<file path="config.mk">
export PLATFORM = sky130hd
export DESIGN_NAME = ftf_reg_bank
export DESIGN_NICKNAME = d
export VERILOG_FILES = /design/src/verilog/ftf_pkg.sv /design/src/verilog/ftf_sticky_flags.sv /design/src/verilog/ftf_reg_bank.sv
export VERILOG_INCLUDE_DIRS = /design/src /design/src/verilog
export SDC_FILE = /design/constraint.sdc
export NUM_CORES = 1
export LEC_CHECK = 0
export BUFFER_PORTS_ARGS = -buffer_cell sky130_fd_sc_hd__buf_4
export CORE_ASPECT_RATIO = 0.7
export CORE_MARGIN = 2
export CORE_UTILIZATION = 50
export CTS_CLUSTER_DIAMETER = 30
export DETAILED_ROUTE_END_ITERATION = 8
export PLACE_DENSITY_LB_ADDON = 0.3
export SLEW_MARGIN = 20
export SYNTH_ARGS = -nofsm -noshare
export SYNTH_HDL_FRONTEND = slang
export SYNTH_SLANG_ARGS = --single-unit
</file>
<file path="constraint.sdc">
create_clock -name clk_sys -period 1.3 [get_ports clk_sys]
set_input_delay 0.065 -clock clk_sys [delete_from_list [all_inputs] [get_ports clk_sys]]
set_output_delay 0.065 -clock clk_sys [all_outputs]
set_load 0.05 [all_outputs]
</file>
<file path="src/verilog/ftf_consts.svh">
`ifndef FTF_CONSTS_SVH
`define FTF_CONSTS_SVH
`define FTF_OFS_TEMP_CFG      8'h09
`define FTF_OFS_FLAGS_PRI     8'h0a
`define FTF_OFS_FLAGS_SEC     8'h0b
`define FTF_BIT_TORCH_POL     6
`define FTF_BIT_OPEN_EN       5
`define FTF_BIT_SHORT_EN      4
`define FTF_POS_THRESH        1
`define FTF_BIT_PIN_SEL       0
`define FTF_RST_TEMP_CFG      8'h08
`define FTF_MASK_TEMP_CFG     8'h7f
`define FTF_MASK_FLAGS_SEC    8'h1f
`define FTF_TIMEOUT_STD_MS_12 250
`define FTF_TIMEOUT_STD_MS_13 300
`define FTF_TIMEOUT_STD_MS_14 350
`define FTF_TIMEOUT_STD_MS_15 400
`define FTF_TIMEOUT_EXT_MS_12 1000
`define FTF_TIMEOUT_EXT_MS_13 1200
`define FTF_TIMEOUT_EXT_MS_14 1400
`define FTF_TIMEOUT_EXT_MS_15 1600
`define FTF_THRESH_BASE_MV    200
`define FTF_THRESH_STEP_MV    100
`endif

</file>
<file path="src/verilog/ftf_pkg.sv">
package ftf_pkg;
  typedef struct packed {
    logic       torchActiveLow;
    logic       openFaultEn;
    logic       shortFaultEn;
    logic [2:0] threshCode;
    logic       pinIsThermistor;
  } ftf_cfg_t;

  typedef struct packed {
    logic rfSync;
    logic outputShort;
    logic ledOneShort;
    logic ledTwoShort;
    logic currentLimit;
    logic thermalShutdown;
    logic undervoltageLockout;
    logic flashTimeout;
  } ftf_evt_pri_t;

  typedef struct packed {
    logic thermistorShort;
    logic thermistorOpen;
    logic inputVoltageFlashMonitor;
    logic outputOvervoltage;
    logic tempTrip;
  } ftf_evt_sec_t;
endpackage

</file>
<file path="src/verilog/ftf_sticky_flags.sv">
`timescale 1ns/1ps
// Sticky event bits cleared by a read; a new event in the read cycle survives.
module ftf_sticky_flags #(
  parameter int W = 8
) (
  input  wire logic         clk_sys,
  input  wire logic         nrst,
  input  wire logic [W-1:0] events,
  input  wire logic         readClr,
  output logic      [W-1:0] flags
);
  logic [W-1:0] flags_q;
  logic [W-1:0] flags_d;

  always_comb
  begin
    flags_d = readClr ? events : (flags_q | events);
  end

  always_ff @(posedge clk_sys)
  begin
    if (!nrst)
      flags_q <= '0;
    else
      flags_q <= flags_d;
  end

  assign flags = flags_q;
endmodule

</file>
<file path="src/verilog/ftf_reg_bank.sv">
`timescale 1ns/1ps
`include "ftf_consts.svh"
// Summary of operation
// Time-out codes 12..15 give 250..400 ms, or 1000..1600 ms on extended part.
// Config bit 6 sets torch polarity: 0 active high with pulldown, 1 active low; reset holds the pulldown off although bit 6 resets to 0.
// Torch polarity change is ignored while torch, flash or IR mode runs.
// Host disables the device before changing polarity, then re-enables.
// Bits 5 and 4 enable thermistor open and short fault reporting.
// Threshold code 0..7 maps 0.2 V to 0.9 V in 0.1 V steps, default 0.6 V.
// Config bit 0 selects shared pin: 0 torch enable, 1 thermistor input.
// Primary flags at 0x0a: rf sync, output short, led shorts, limit, tsd, undervoltage_lockout, timeout.
// Secondary flags at 0x0b: thermistor short/open, flash monitor, overvoltage, temp trip.
// Flags stick until the host reads them; reserved bits read zero.
module ftf_reg_bank #(
  parameter bit EXT_TIMEOUT = 1'b0
) (
  input  wire logic                 clk_sys,
  input  wire logic                 nrst,
  input  wire logic                 regWrite,
  input  wire logic                 regRead,
  input  wire logic [7:0]           regAddr,
  input  wire logic [7:0]           regWdata,
  output logic      [7:0]           regRdata,
  input  wire logic                 deviceActive,
  input  wire logic [3:0]           timeoutCode,
  input  wire ftf_pkg::ftf_evt_pri_t evtPri,
  input  wire ftf_pkg::ftf_evt_sec_t evtSec,
  output ftf_pkg::ftf_cfg_t         cfg,
  output logic                      torchPulldownEn,
  output logic [10:0]               timeoutMs,
  output logic [9:0]                threshMv
);
  // Detector lines come from the analog side, so each passes two flip-flops first.
  logic [7:0]        evtPriMeta_q;
  logic [7:0]        evtPriMeta_d;
  logic [7:0]        evtPriSync_q;
  logic [7:0]        evtPriSync_d;
  logic [4:0]        evtSecMeta_q;
  logic [4:0]        evtSecMeta_d;
  logic [4:0]        evtSecSync_q;
  logic [4:0]        evtSecSync_d;

  logic [7:0]        cfg_q;
  logic [7:0]        cfg_d;
  logic [7:0]        rdata_q;
  logic [7:0]        rdata_d;
  logic [10:0]       tmo_q;
  logic [10:0]       tmo_d;
  logic [10:0]       tmoStd;
  logic [10:0]       tmoExt;
  logic [9:0]        thr_q;
  logic [9:0]        thr_d;
  logic              pd_q;
  logic              pd_d;
  logic [7:0]        flagsPri;
  logic [4:0]        flagsSec;
  logic [7:0]        evtPriBits;
  logic [4:0]        evtSecBits;
  logic              rdPri;
  logic              rdSec;

  assign rdPri = regRead && (regAddr == `FTF_OFS_FLAGS_PRI);
  assign rdSec = regRead && (regAddr == `FTF_OFS_FLAGS_SEC);

  always_comb
  begin
    evtPriMeta_d = evtPri;
    evtPriSync_d = evtPriMeta_q;
    evtSecMeta_d = evtSec;
    evtSecSync_d = evtSecMeta_q;
  end

  // Both stages clear in reset so no stale detector level is latched after it.
  always_ff @(posedge clk_sys)
  begin
    if (!nrst)
    begin
      evtPriMeta_q <= 8'h00;
      evtPriSync_q <= 8'h00;
      evtSecMeta_q <= 5'h00;
      evtSecSync_q <= 5'h00;
    end
    else
    begin
      evtPriMeta_q <= evtPriMeta_d;
      evtPriSync_q <= evtPriSync_d;
      evtSecMeta_q <= evtSecMeta_d;
      evtSecSync_q <= evtSecSync_d;
    end
  end

  // Primary detectors map one to one onto the register bits.
  always_comb
  begin
    evtPriBits[7] = evtPriSync_q[7];
    evtPriBits[6] = evtPriSync_q[6];
    evtPriBits[5] = evtPriSync_q[5];
    evtPriBits[4] = evtPriSync_q[4];
    evtPriBits[3] = evtPriSync_q[3];
    evtPriBits[2] = evtPriSync_q[2];
    evtPriBits[1] = evtPriSync_q[1];
    evtPriBits[0] = evtPriSync_q[0];
  end

  // Thermistor faults only latch when their enable is set.
  assign evtSecBits = {evtSecSync_q[4] & cfg_q[`FTF_BIT_SHORT_EN],
                       evtSecSync_q[3] & cfg_q[`FTF_BIT_OPEN_EN],
                       evtSecSync_q[2],
                       evtSecSync_q[1],
                       evtSecSync_q[0]};

  ftf_sticky_flags #(.W(8)) uPri (
    .clk_sys (clk_sys),
    .nrst    (nrst),
    .events  (evtPriBits),
    .readClr (rdPri),
    .flags   (flagsPri)
  );

  ftf_sticky_flags #(.W(5)) uSec (
    .clk_sys (clk_sys),
    .nrst    (nrst),
    .events  (evtSecBits),
    .readClr (rdSec),
    .flags   (flagsSec)
  );

  always_comb
  begin
    cfg_d = cfg_q;
    if (regWrite && regAddr == `FTF_OFS_TEMP_CFG)
    begin
      cfg_d = regWdata & `FTF_MASK_TEMP_CFG;
      // Polarity is frozen while the device runs, so a stray write cannot glitch the pin.
      if (deviceActive)
        cfg_d[`FTF_BIT_TORCH_POL] = cfg_q[`FTF_BIT_TORCH_POL];
    end
    pd_d = ~cfg_d[`FTF_BIT_TORCH_POL];
  end

  always_comb
  begin
    rdata_d = 8'h00;
    // Read data holds between reads, so a slow serial front end may fetch it late.
    if (regRead)
    begin
      case (regAddr)
        `FTF_OFS_TEMP_CFG:  rdata_d = cfg_q;
        `FTF_OFS_FLAGS_PRI: rdata_d = flagsPri;
        `FTF_OFS_FLAGS_SEC: rdata_d = {3'h0, flagsSec};
        default:            rdata_d = 8'h00;
      endcase
    end
    else
      rdata_d = rdata_q;
  end

  always_comb
  begin
    // Codes below 0xc are decoded elsewhere; here they give zero.
    case (timeoutCode)
      4'hc:    tmoStd = 11'(`FTF_TIMEOUT_STD_MS_12);
      4'hd:    tmoStd = 11'(`FTF_TIMEOUT_STD_MS_13);
      4'he:    tmoStd = 11'(`FTF_TIMEOUT_STD_MS_14);
      4'hf:    tmoStd = 11'(`FTF_TIMEOUT_STD_MS_15);
      default: tmoStd = 11'h000;
    endcase
    // The extended part trades flash length for heat; the build picks one table.
    case (timeoutCode)
      4'hc:    tmoExt = 11'(`FTF_TIMEOUT_EXT_MS_12);
      4'hd:    tmoExt = 11'(`FTF_TIMEOUT_EXT_MS_13);
      4'he:    tmoExt = 11'(`FTF_TIMEOUT_EXT_MS_14);
      4'hf:    tmoExt = 11'(`FTF_TIMEOUT_EXT_MS_15);
      default: tmoExt = 11'h000;
    endcase
    tmo_d = EXT_TIMEOUT ? tmoExt : tmoStd;
  end

  always_comb
  begin
    case (cfg_q[`FTF_POS_THRESH +: 3])
      3'h0:    thr_d = 10'(`FTF_THRESH_BASE_MV);
      3'h1:    thr_d = 10'(`FTF_THRESH_BASE_MV + 1 * `FTF_THRESH_STEP_MV);
      3'h2:    thr_d = 10'(`FTF_THRESH_BASE_MV + 2 * `FTF_THRESH_STEP_MV);
      3'h3:    thr_d = 10'(`FTF_THRESH_BASE_MV + 3 * `FTF_THRESH_STEP_MV);
      3'h4:    thr_d = 10'(`FTF_THRESH_BASE_MV + 4 * `FTF_THRESH_STEP_MV);
      3'h5:    thr_d = 10'(`FTF_THRESH_BASE_MV + 5 * `FTF_THRESH_STEP_MV);
      3'h6:    thr_d = 10'(`FTF_THRESH_BASE_MV + 6 * `FTF_THRESH_STEP_MV);
      3'h7:    thr_d = 10'(`FTF_THRESH_BASE_MV + 7 * `FTF_THRESH_STEP_MV);
      default: thr_d = 10'(`FTF_THRESH_BASE_MV);
    endcase
  end

  // Pulldown is stored beside the polarity bit; reset loads it off, so the two agree only from the first clock after reset.
  always_ff @(posedge clk_sys)
  begin
    if (!nrst)
    begin
      cfg_q   <= `FTF_RST_TEMP_CFG;
      rdata_q <= 8'h00;
      tmo_q   <= 11'h000;
      thr_q   <= 10'h000;
      pd_q    <= 1'b0;
    end
    else
    begin
      cfg_q   <= cfg_d;
      rdata_q <= rdata_d;
      tmo_q   <= tmo_d;
      thr_q   <= thr_d;
      pd_q    <= pd_d;
    end
  end

  assign regRdata        = rdata_q;
  assign cfg             = cfg_q[6:0];
  assign torchPulldownEn = pd_q;
  assign timeoutMs       = tmo_q;
  assign threshMv        = thr_q;
endmodule

</file>
==> results of run 1 <==
-- area by class of cell --
class,count,area (µm²)
well taps,69,86.33
inverters,7,26.28
repair buffers,97,780.7
fillers,391,1265
clock buffers,12,165.2
clock inverters,4,76.32
multi-input cells,167,1030
flip-flops and latches,70,1405
-- state kept, by name, indices dropped and copies added (netlist names), 7 cells and up --
name and flops:
cfg_q 7, evtPriBits 8, evtPriMeta_q 8, regRdata 8, threshMv 8, timeoutMs 7
uPri.flags 8
-- worst max-delay path by stage --
stage / startpoint / end / slack [ns] / cells past startpoint
after floorplan: cfg_q[3] / threshMv[4] / -0.03 / 3
after global placement: regAddr[5] / uSec.flags[0] / 0.03 / 4
after CTS: uSec.flags[2] / regRdata[2] / 0.19 / 3
after detailed placement: regAddr[5] / uSec.flags[1] / -0.03 / 4
after global routing: uSec.flags[2] / regRdata[2] / 0.08 / 3
final: uSec.flags[2] / regRdata[2] / 0.20 / 3
-- critical path: stages, from the launching register on --
cell	delay, ns
sky130_fd_sc_hd__dfxtp_1	0.32
sky130_fd_sc_hd__mux2_1	0.31
sky130_fd_sc_hd__a221oi_1	0.25
sky130_fd_sc_hd__a211oi_1	0.08
-- power groups by stage --
stage / clock [mW] / combinational, mW / sequential, mW
3_5_place_dp: 0 / 0.389 / 2.29
2_1_floorplan: 0 / 0.191 / 2.34
3_3_place_gp: 0 / 0.380 / 2.29
4_1_cts: 2.06 / 0.439 / 2.24
6_report: 2.03 / 0.440 / 2.24
5_1_grt: 2.17 / 0.481 / 2.25
-- kinds of logic (layout without fill, tap and decap cells) --
logic type      Yosys count  count (layout)  share of synthesized area (%)
mux                      14              14                          5.735
xor+xnor                  1               1                         0.3432
fa+ha+maj                 5               5                          2.451
other cells               1               5                         0.1469
buf+inv                  27             120                          5.343
flops                    70              70                          54.90
simple gates            100             100                          20.78
compound gates           42              42                          10.29
-- per-layer routing --
layer | wire length, µm | global-route usage, % | vias to the layer above
li1 | - | - | 1043
met1 | 2394 | 26.04 | 923
met2 | 2450 | 31.85 | 74
met3 | 467 | 10.08 | 2
met4 | 22 | 5.224 | 0
met5 | 0 | 0 | -
-- cells in the final DEF, fill, tap and decap left out, types with 2 or more instances in the layout --
master / synthesis / routed
sky130_fd_sc_hd__buf_4: 6 / 76
sky130_fd_sc_hd__ha_1: 5 / 5
sky130_fd_sc_hd__and2_1: 28 / 28
sky130_fd_sc_hd__nand4_1: 2 / 2
sky130_fd_sc_hd__dlygate4sd3_1: 0 / 21
sky130_fd_sc_hd__nor2_1: 22 / 22
sky130_fd_sc_hd__inv_1: 6 / 6
sky130_fd_sc_hd__a21oi_1: 11 / 11
sky130_fd_sc_hd__mux2_1: 5 / 5
sky130_fd_sc_hd__conb_1: 1 / 5
sky130_fd_sc_hd__o21ai_1: 5 / 5
sky130_fd_sc_hd__o21ai_0: 8 / 8
sky130_fd_sc_hd__nand2_1: 29 / 29
sky130_fd_sc_hd__nor2b_1: 5 / 5
sky130_fd_sc_hd__a221oi_1: 5 / 5
sky130_fd_sc_hd__mux2i_1: 9 / 9
sky130_fd_sc_hd__clkbuf_8: 0 / 12
sky130_fd_sc_hd__a211oi_1: 8 / 8
sky130_fd_sc_hd__dfxtp_1: 70 / 67
sky130_fd_sc_hd__dfxtp_2: 0 / 3
sky130_fd_sc_hd__o31ai_1: 2 / 2
sky130_fd_sc_hd__a22oi_1: 2 / 2
sky130_fd_sc_hd__nand3_1: 5 / 5
sky130_fd_sc_hd__bufinv_16: 0 / 2
sky130_fd_sc_hd__nand2b_1: 3 / 3
-- timing repair --
item                                   in CTS  in global routing
hold buffers                               21                  0
gates resized for setup                     0                  0
endpoints found under the hold margin      26                  0
-- metrics by stage --
step / cell area (µm²) / std cells / power (mW) / setup TNS (ns) / hold WS [ns]
global placement: 3118 / 389 / 2.668 / 0 / 0.2686
global route: 3570 / 426 / 4.897 / 0 / 0.03346
CTS: 3570 / 426 / 4.740 / 0 / 0.003981
floorplan: 2571 / 264 / 2.530 / -0.02540 / 0.1374
detailed placement: 3118 / 389 / 2.679 / -0.03133 / 0.2696
finish: 3570 / 426 / 4.714 / 0 / 0.01141
==> impl_metrics.tcl, run 1 <==
set metrics [dict create \
    cts_max_path_buffers 2 \
    seq_cells_post_synth 70 \
    grt_max_degree 36 \
    internal_power_mw 3.662 \
    required_ns 1.50 \
    worstSkewPairLatency_ns 0.34 \
    yosys_warnings 0 \
    hold_violations_final 0 \
    drv_slew 0 \
    chipHeight_um 63.78 \
    drc 0 \
    io-pin-count 75 \
    vias 2042 \
    synth_ff_type "sky130_fd_sc_hd__dfxtp_1" \
    ant_nets 0 \
    pnr_worst_setup_slack_ns 0.1984 \
    timing.final.crit_share_pct 84.74 \
    final_util_pct 73.84 \
    cts_max_level 3 \
    worst_r2r_startpoint "uSec.flags[2]" \
    coreArea_um2 4835 \
    clock_skew_ns 0.004986 \
    grt_pass1_vias 2020 \
    global_route.overflow_total 0 \
    netlist_instances 260 \
    path_class "flop to flop" \
    share_of_the_yosys_chip_area_belonging_to_registers_pct 54.90 \
    die_x_um 89.40 \
    hpwl_um 3688 \
    grt_first_pass_wirelength_um 9032 \
    synth_area_per_cell_um2 9.817 \
    clkTransAtPathRegs_ns 0.07 \
    setup_viol 0 \
    worstHoldPathType "input pin to flop" \
    startpoint_type "flop" \
    r2r_setup_slack_ns 0.20 \
    dr.pass1.iters 4 \
    synth-async-reset-ratio_pct 0 \
    initialDrtViolationCount 85 \
    edff_count_synth 0 \
    floorplan.rows 21 \
    final.min_clock_period_ns 1.102 \
    r2r_depth 3 \
    critical_path_capture_point_type "flop" \
    synthDistinctLibCells 34 \
    tritoncts "done" \
    floorplan.die_area_um2 5702 \
    globalplace.congestion 0.7853 \
    insertedDiodeCount 0 \
    synthMostInstantiatedCell "sky130_fd_sc_hd__dfxtp_1" \
    dpl_worst_slack_ns -0.02699 \
    outcome "finished clean" \
    hold_depth 3 \
    worst_hold_startpoint "regWdata[0]" \
    clock_buffer_count_from_cts 9 \
    detail_routed_via_count_per_cell 4.793 \
    ys_top_cells_by_area "sky130_fd_sc_hd__dfxtp_1 55%, sky130_fd_sc_hd__and2_1 6.9%, sky130_fd_sc_hd__nand2_1 4.3%" \
    buffer_ports.inserted 68 \
    power.share.combinational_pct 9.3 \
    synth.top_cell.area_share_pct 54.90 \
    regToRegEndpoint "regRdata[2]" \
    drt-wirelength-per-cell_um 12.52 \
    max_freq_mhz 907.8 \
    cts.repair_timing.setup_buffer_count 0 \
    total_switching_power_mw 1.051 \
    synth.top_cells.by_count "70 x sky130_fd_sc_hd__dfxtp_1, 29 x sky130_fd_sc_hd__nand2_1, 28 x sky130_fd_sc_hd__and2_1, 22 x sky130_fd_sc_hd__nor2_1, 11 x sky130_fd_sc_hd__a21oi_1" \
    synth_largest_area_cell "sky130_fd_sc_hd__dfxtp_1" \
    starting_density_of_the_core_pct 52.80 \
    clock_power_share_pct 43.1 \
    drt-total-wl_um 5334 \
    post_synth_instance_area_um2 2552 \
    leakagePower_nw 1.581 \
    irDropWorstVdd_uv 1054 \
    cts_num_sinks 70 \
    layout-area-overhead-vs-synth_pct 39.85 \
    drv_cap 0 \
    clk_root_buffer_cell "sky130_fd_sc_hd__clkbuf_8" \
    sequentialPowerShare_pct 47.5 \
    grt_antenna_before_repair 0 \
    worst-path-max-fanout 2 \
    global_route_usage_over_all_layers_pct 20.70 \
    rsz0062_at_grt "false" \
    p_sw_share_pct 22.31 \
    critPathArrivalTime_ns 1.30 \
    hold_end "cfg_q[0]" \
    finalNetCount 395 \
    power-per-cell-area_nw_per_um2 1320 \
    ratio_of_cells_with_drive_above_1_in_the_final_layout_pct 27.73 \
]
Note: power is estimated with default switching activity, not from simulation.
==> run 2: changes to the inputs <==
- clock period: 1.3 -> 1.1 ns (I/O delays scaled with it)
==> impl_metrics.tcl, run 2 (same netlist as run 1, synthesis figures left out) <==
set metrics [dict create \
    r2r_depth 3 \
    grt_antenna_before_repair 0 \
    clock_skew_ns 0.004379 \
    grt_pass1_vias 1966 \
    slew_headroom_pct 63.08 \
    timing.final.crit_share_pct 99.81 \
    post-layout-total-power_mw 5.232 \
    global_route_usage_over_all_layers_pct 21.17 \
    floorplan.die_area_um2 5702 \
    die_x_um 89.40 \
    vias 2079 \
    setup_viol 0 \
    critical_path_capture_point_type "flop" \
    hold_depth 3 \
    clk_root_buffer_cell "sky130_fd_sc_hd__clkbuf_8" \
    max_freq_mhz 910.8 \
    hold_violations_final 0 \
    rsz0062_at_grt "true" \
    hpwl_um 3703 \
    worst-slew-pin-transition_ns 0.5532 \
    coreArea_um2 4835 \
    initialDrtViolationCount 89 \
    grt_max_degree 21 \
    drt-total-wl_um 5539 \
    fin_hold_ws_ns 0.03295 \
    clock_buffer_count_from_cts 9 \
    grt_first_pass_wirelength_um 8976 \
    cts_max_level 3 \
    worst-path-max-fanout 2 \
    drt-wirelength-per-cell_um 12.82 \
    worstSkewPairLatency_ns 0.34 \
    required_ns 1.30 \
    drv_slew 0 \
    final.min_clock_period_ns 1.098 \
    tritoncts "done" \
    cts.repair_timing.setup_buffer_count 0 \
    leakagePower_nw 1.626 \
    placement_cell_area_um2 3172 \
    detail_routed_via_count_per_cell 4.813 \
    layout.cell_area.non_filler_um2 3654 \
    layout-area-overhead-vs-synth_pct 43.14 \
    ant_nets 0 \
    ratio_of_cells_with_drive_above_1_in_the_final_layout_pct 32.23 \
    chipHeight_um 63.78 \
    globalplace.congestion 0.8113 \
    io-pin-count 75 \
    global_route.overflow_total 0 \
    timing.setup.tns_ns 0 \
    drv_cap 0 \
    buffer_ports.inserted 68 \
    power-per-cell-area_nw_per_um2 1432 \
    critPathArrivalTime_ns 1.30 \
    irDropWorstVdd_uv 885.7 \
    floorplan.rows 21 \
    startpoint_type "flop" \
    drc 0 \
    layout_commonest_cell "sky130_fd_sc_hd__buf_4" \
    insertedDiodeCount 0 \
    worstHoldPathType "input pin to flop" \
    cts_num_sinks 70 \
    starting_density_of_the_core_pct 52.80 \
    dr.pass1.iters 4 \
    outcome "finished clean" \
    layout.cells.most_common_list "81 x sky130_fd_sc_hd__buf_4, 65 x sky130_fd_sc_hd__dfxtp_1, 29 x sky130_fd_sc_hd__nand2_1, 28 x sky130_fd_sc_hd__and2_1" \
    path_class "flop to flop" \
    cts_max_path_buffers 2 \
    clkTransAtPathRegs_ns 0.07 \
    finalNetCount 402 \
]
## run 2: worst paths after layout
kind	startpoint	end	slack (ns)
worst max-delay path	uPri.flags[1]	regRdata[1]	0.002
worst min-delay path	regRead	regRdata[6]	0.03
worst min register to register	evtSecMeta_q[2]	evtSecSync_q[2]	0.43
worst max register to register	uPri.flags[1]	regRdata[1]	0.002
## run 2: stage by stage
| stage | setup WS, ns | cells | util [%] |
|---|---|---|---|
| after floorplan | -0.01240 | 264 | - |
| after global placement | -0.1545 | 395 | 65.61 |
| after detailed placement | -0.1878 | 395 | 65.61 |
| after CTS | 0.005259 | 432 | 74.48 |
| after global routing | -0.04495 | 432 | 75.57 |
| final | 0.002100 | 432 | 75.57 |
## run 2: repair_timing
action | 4_1_cts | 5_1_grt
hold buffers | 22 | 0
pin swaps | 0 | 3
resized for setup | 2 | 10
endpoints found under the hold margin | 27 | 0
endpoints found under the setup margin | 2 | 7
## run 2: power by group
| group | switching, mW | internal, mW | total (mW) | leakage (nW) |
|---|---|---|---|---|
| Combinational | 0.295 | 0.257 | 0.552 | 0.947 |
| Sequential | 0.0294 | 2.61 | 2.64 | 0.576 |
| Clock | 0.939 | 1.10 | 2.04 | 0.103 |
| Total | 1.26 | 3.97 | 5.23 | 1.63 |
## run 2: layer usage
metal	up-vias	GRT usage (%)	part of all wire (%)
met3	9	9.302	6.4
li1	1058	-	-
met5	-	0	0
met4	0	6.343	1.3
met1	943	27.40	46
met2	69	31.94	46
## run 2: layout make-up
type	instances	area (µm²)
clock buffer	10	137.6
clock inverter	5	58.81
fill	337	1181
inverter	7	27.53
multi-input combinational	167	1089
sequential	70	1415
tap	69	86.33
timing repair buffer	104	839.6
## run 2: worst max-delay path, cell delays in order (launching register included)
cell                       delay [ns]
sky130_fd_sc_hd__dfxtp_1         0.33
sky130_fd_sc_hd__mux2_1          0.30
sky130_fd_sc_hd__a221oi_2        0.25
sky130_fd_sc_hd__a211oi_1        0.08
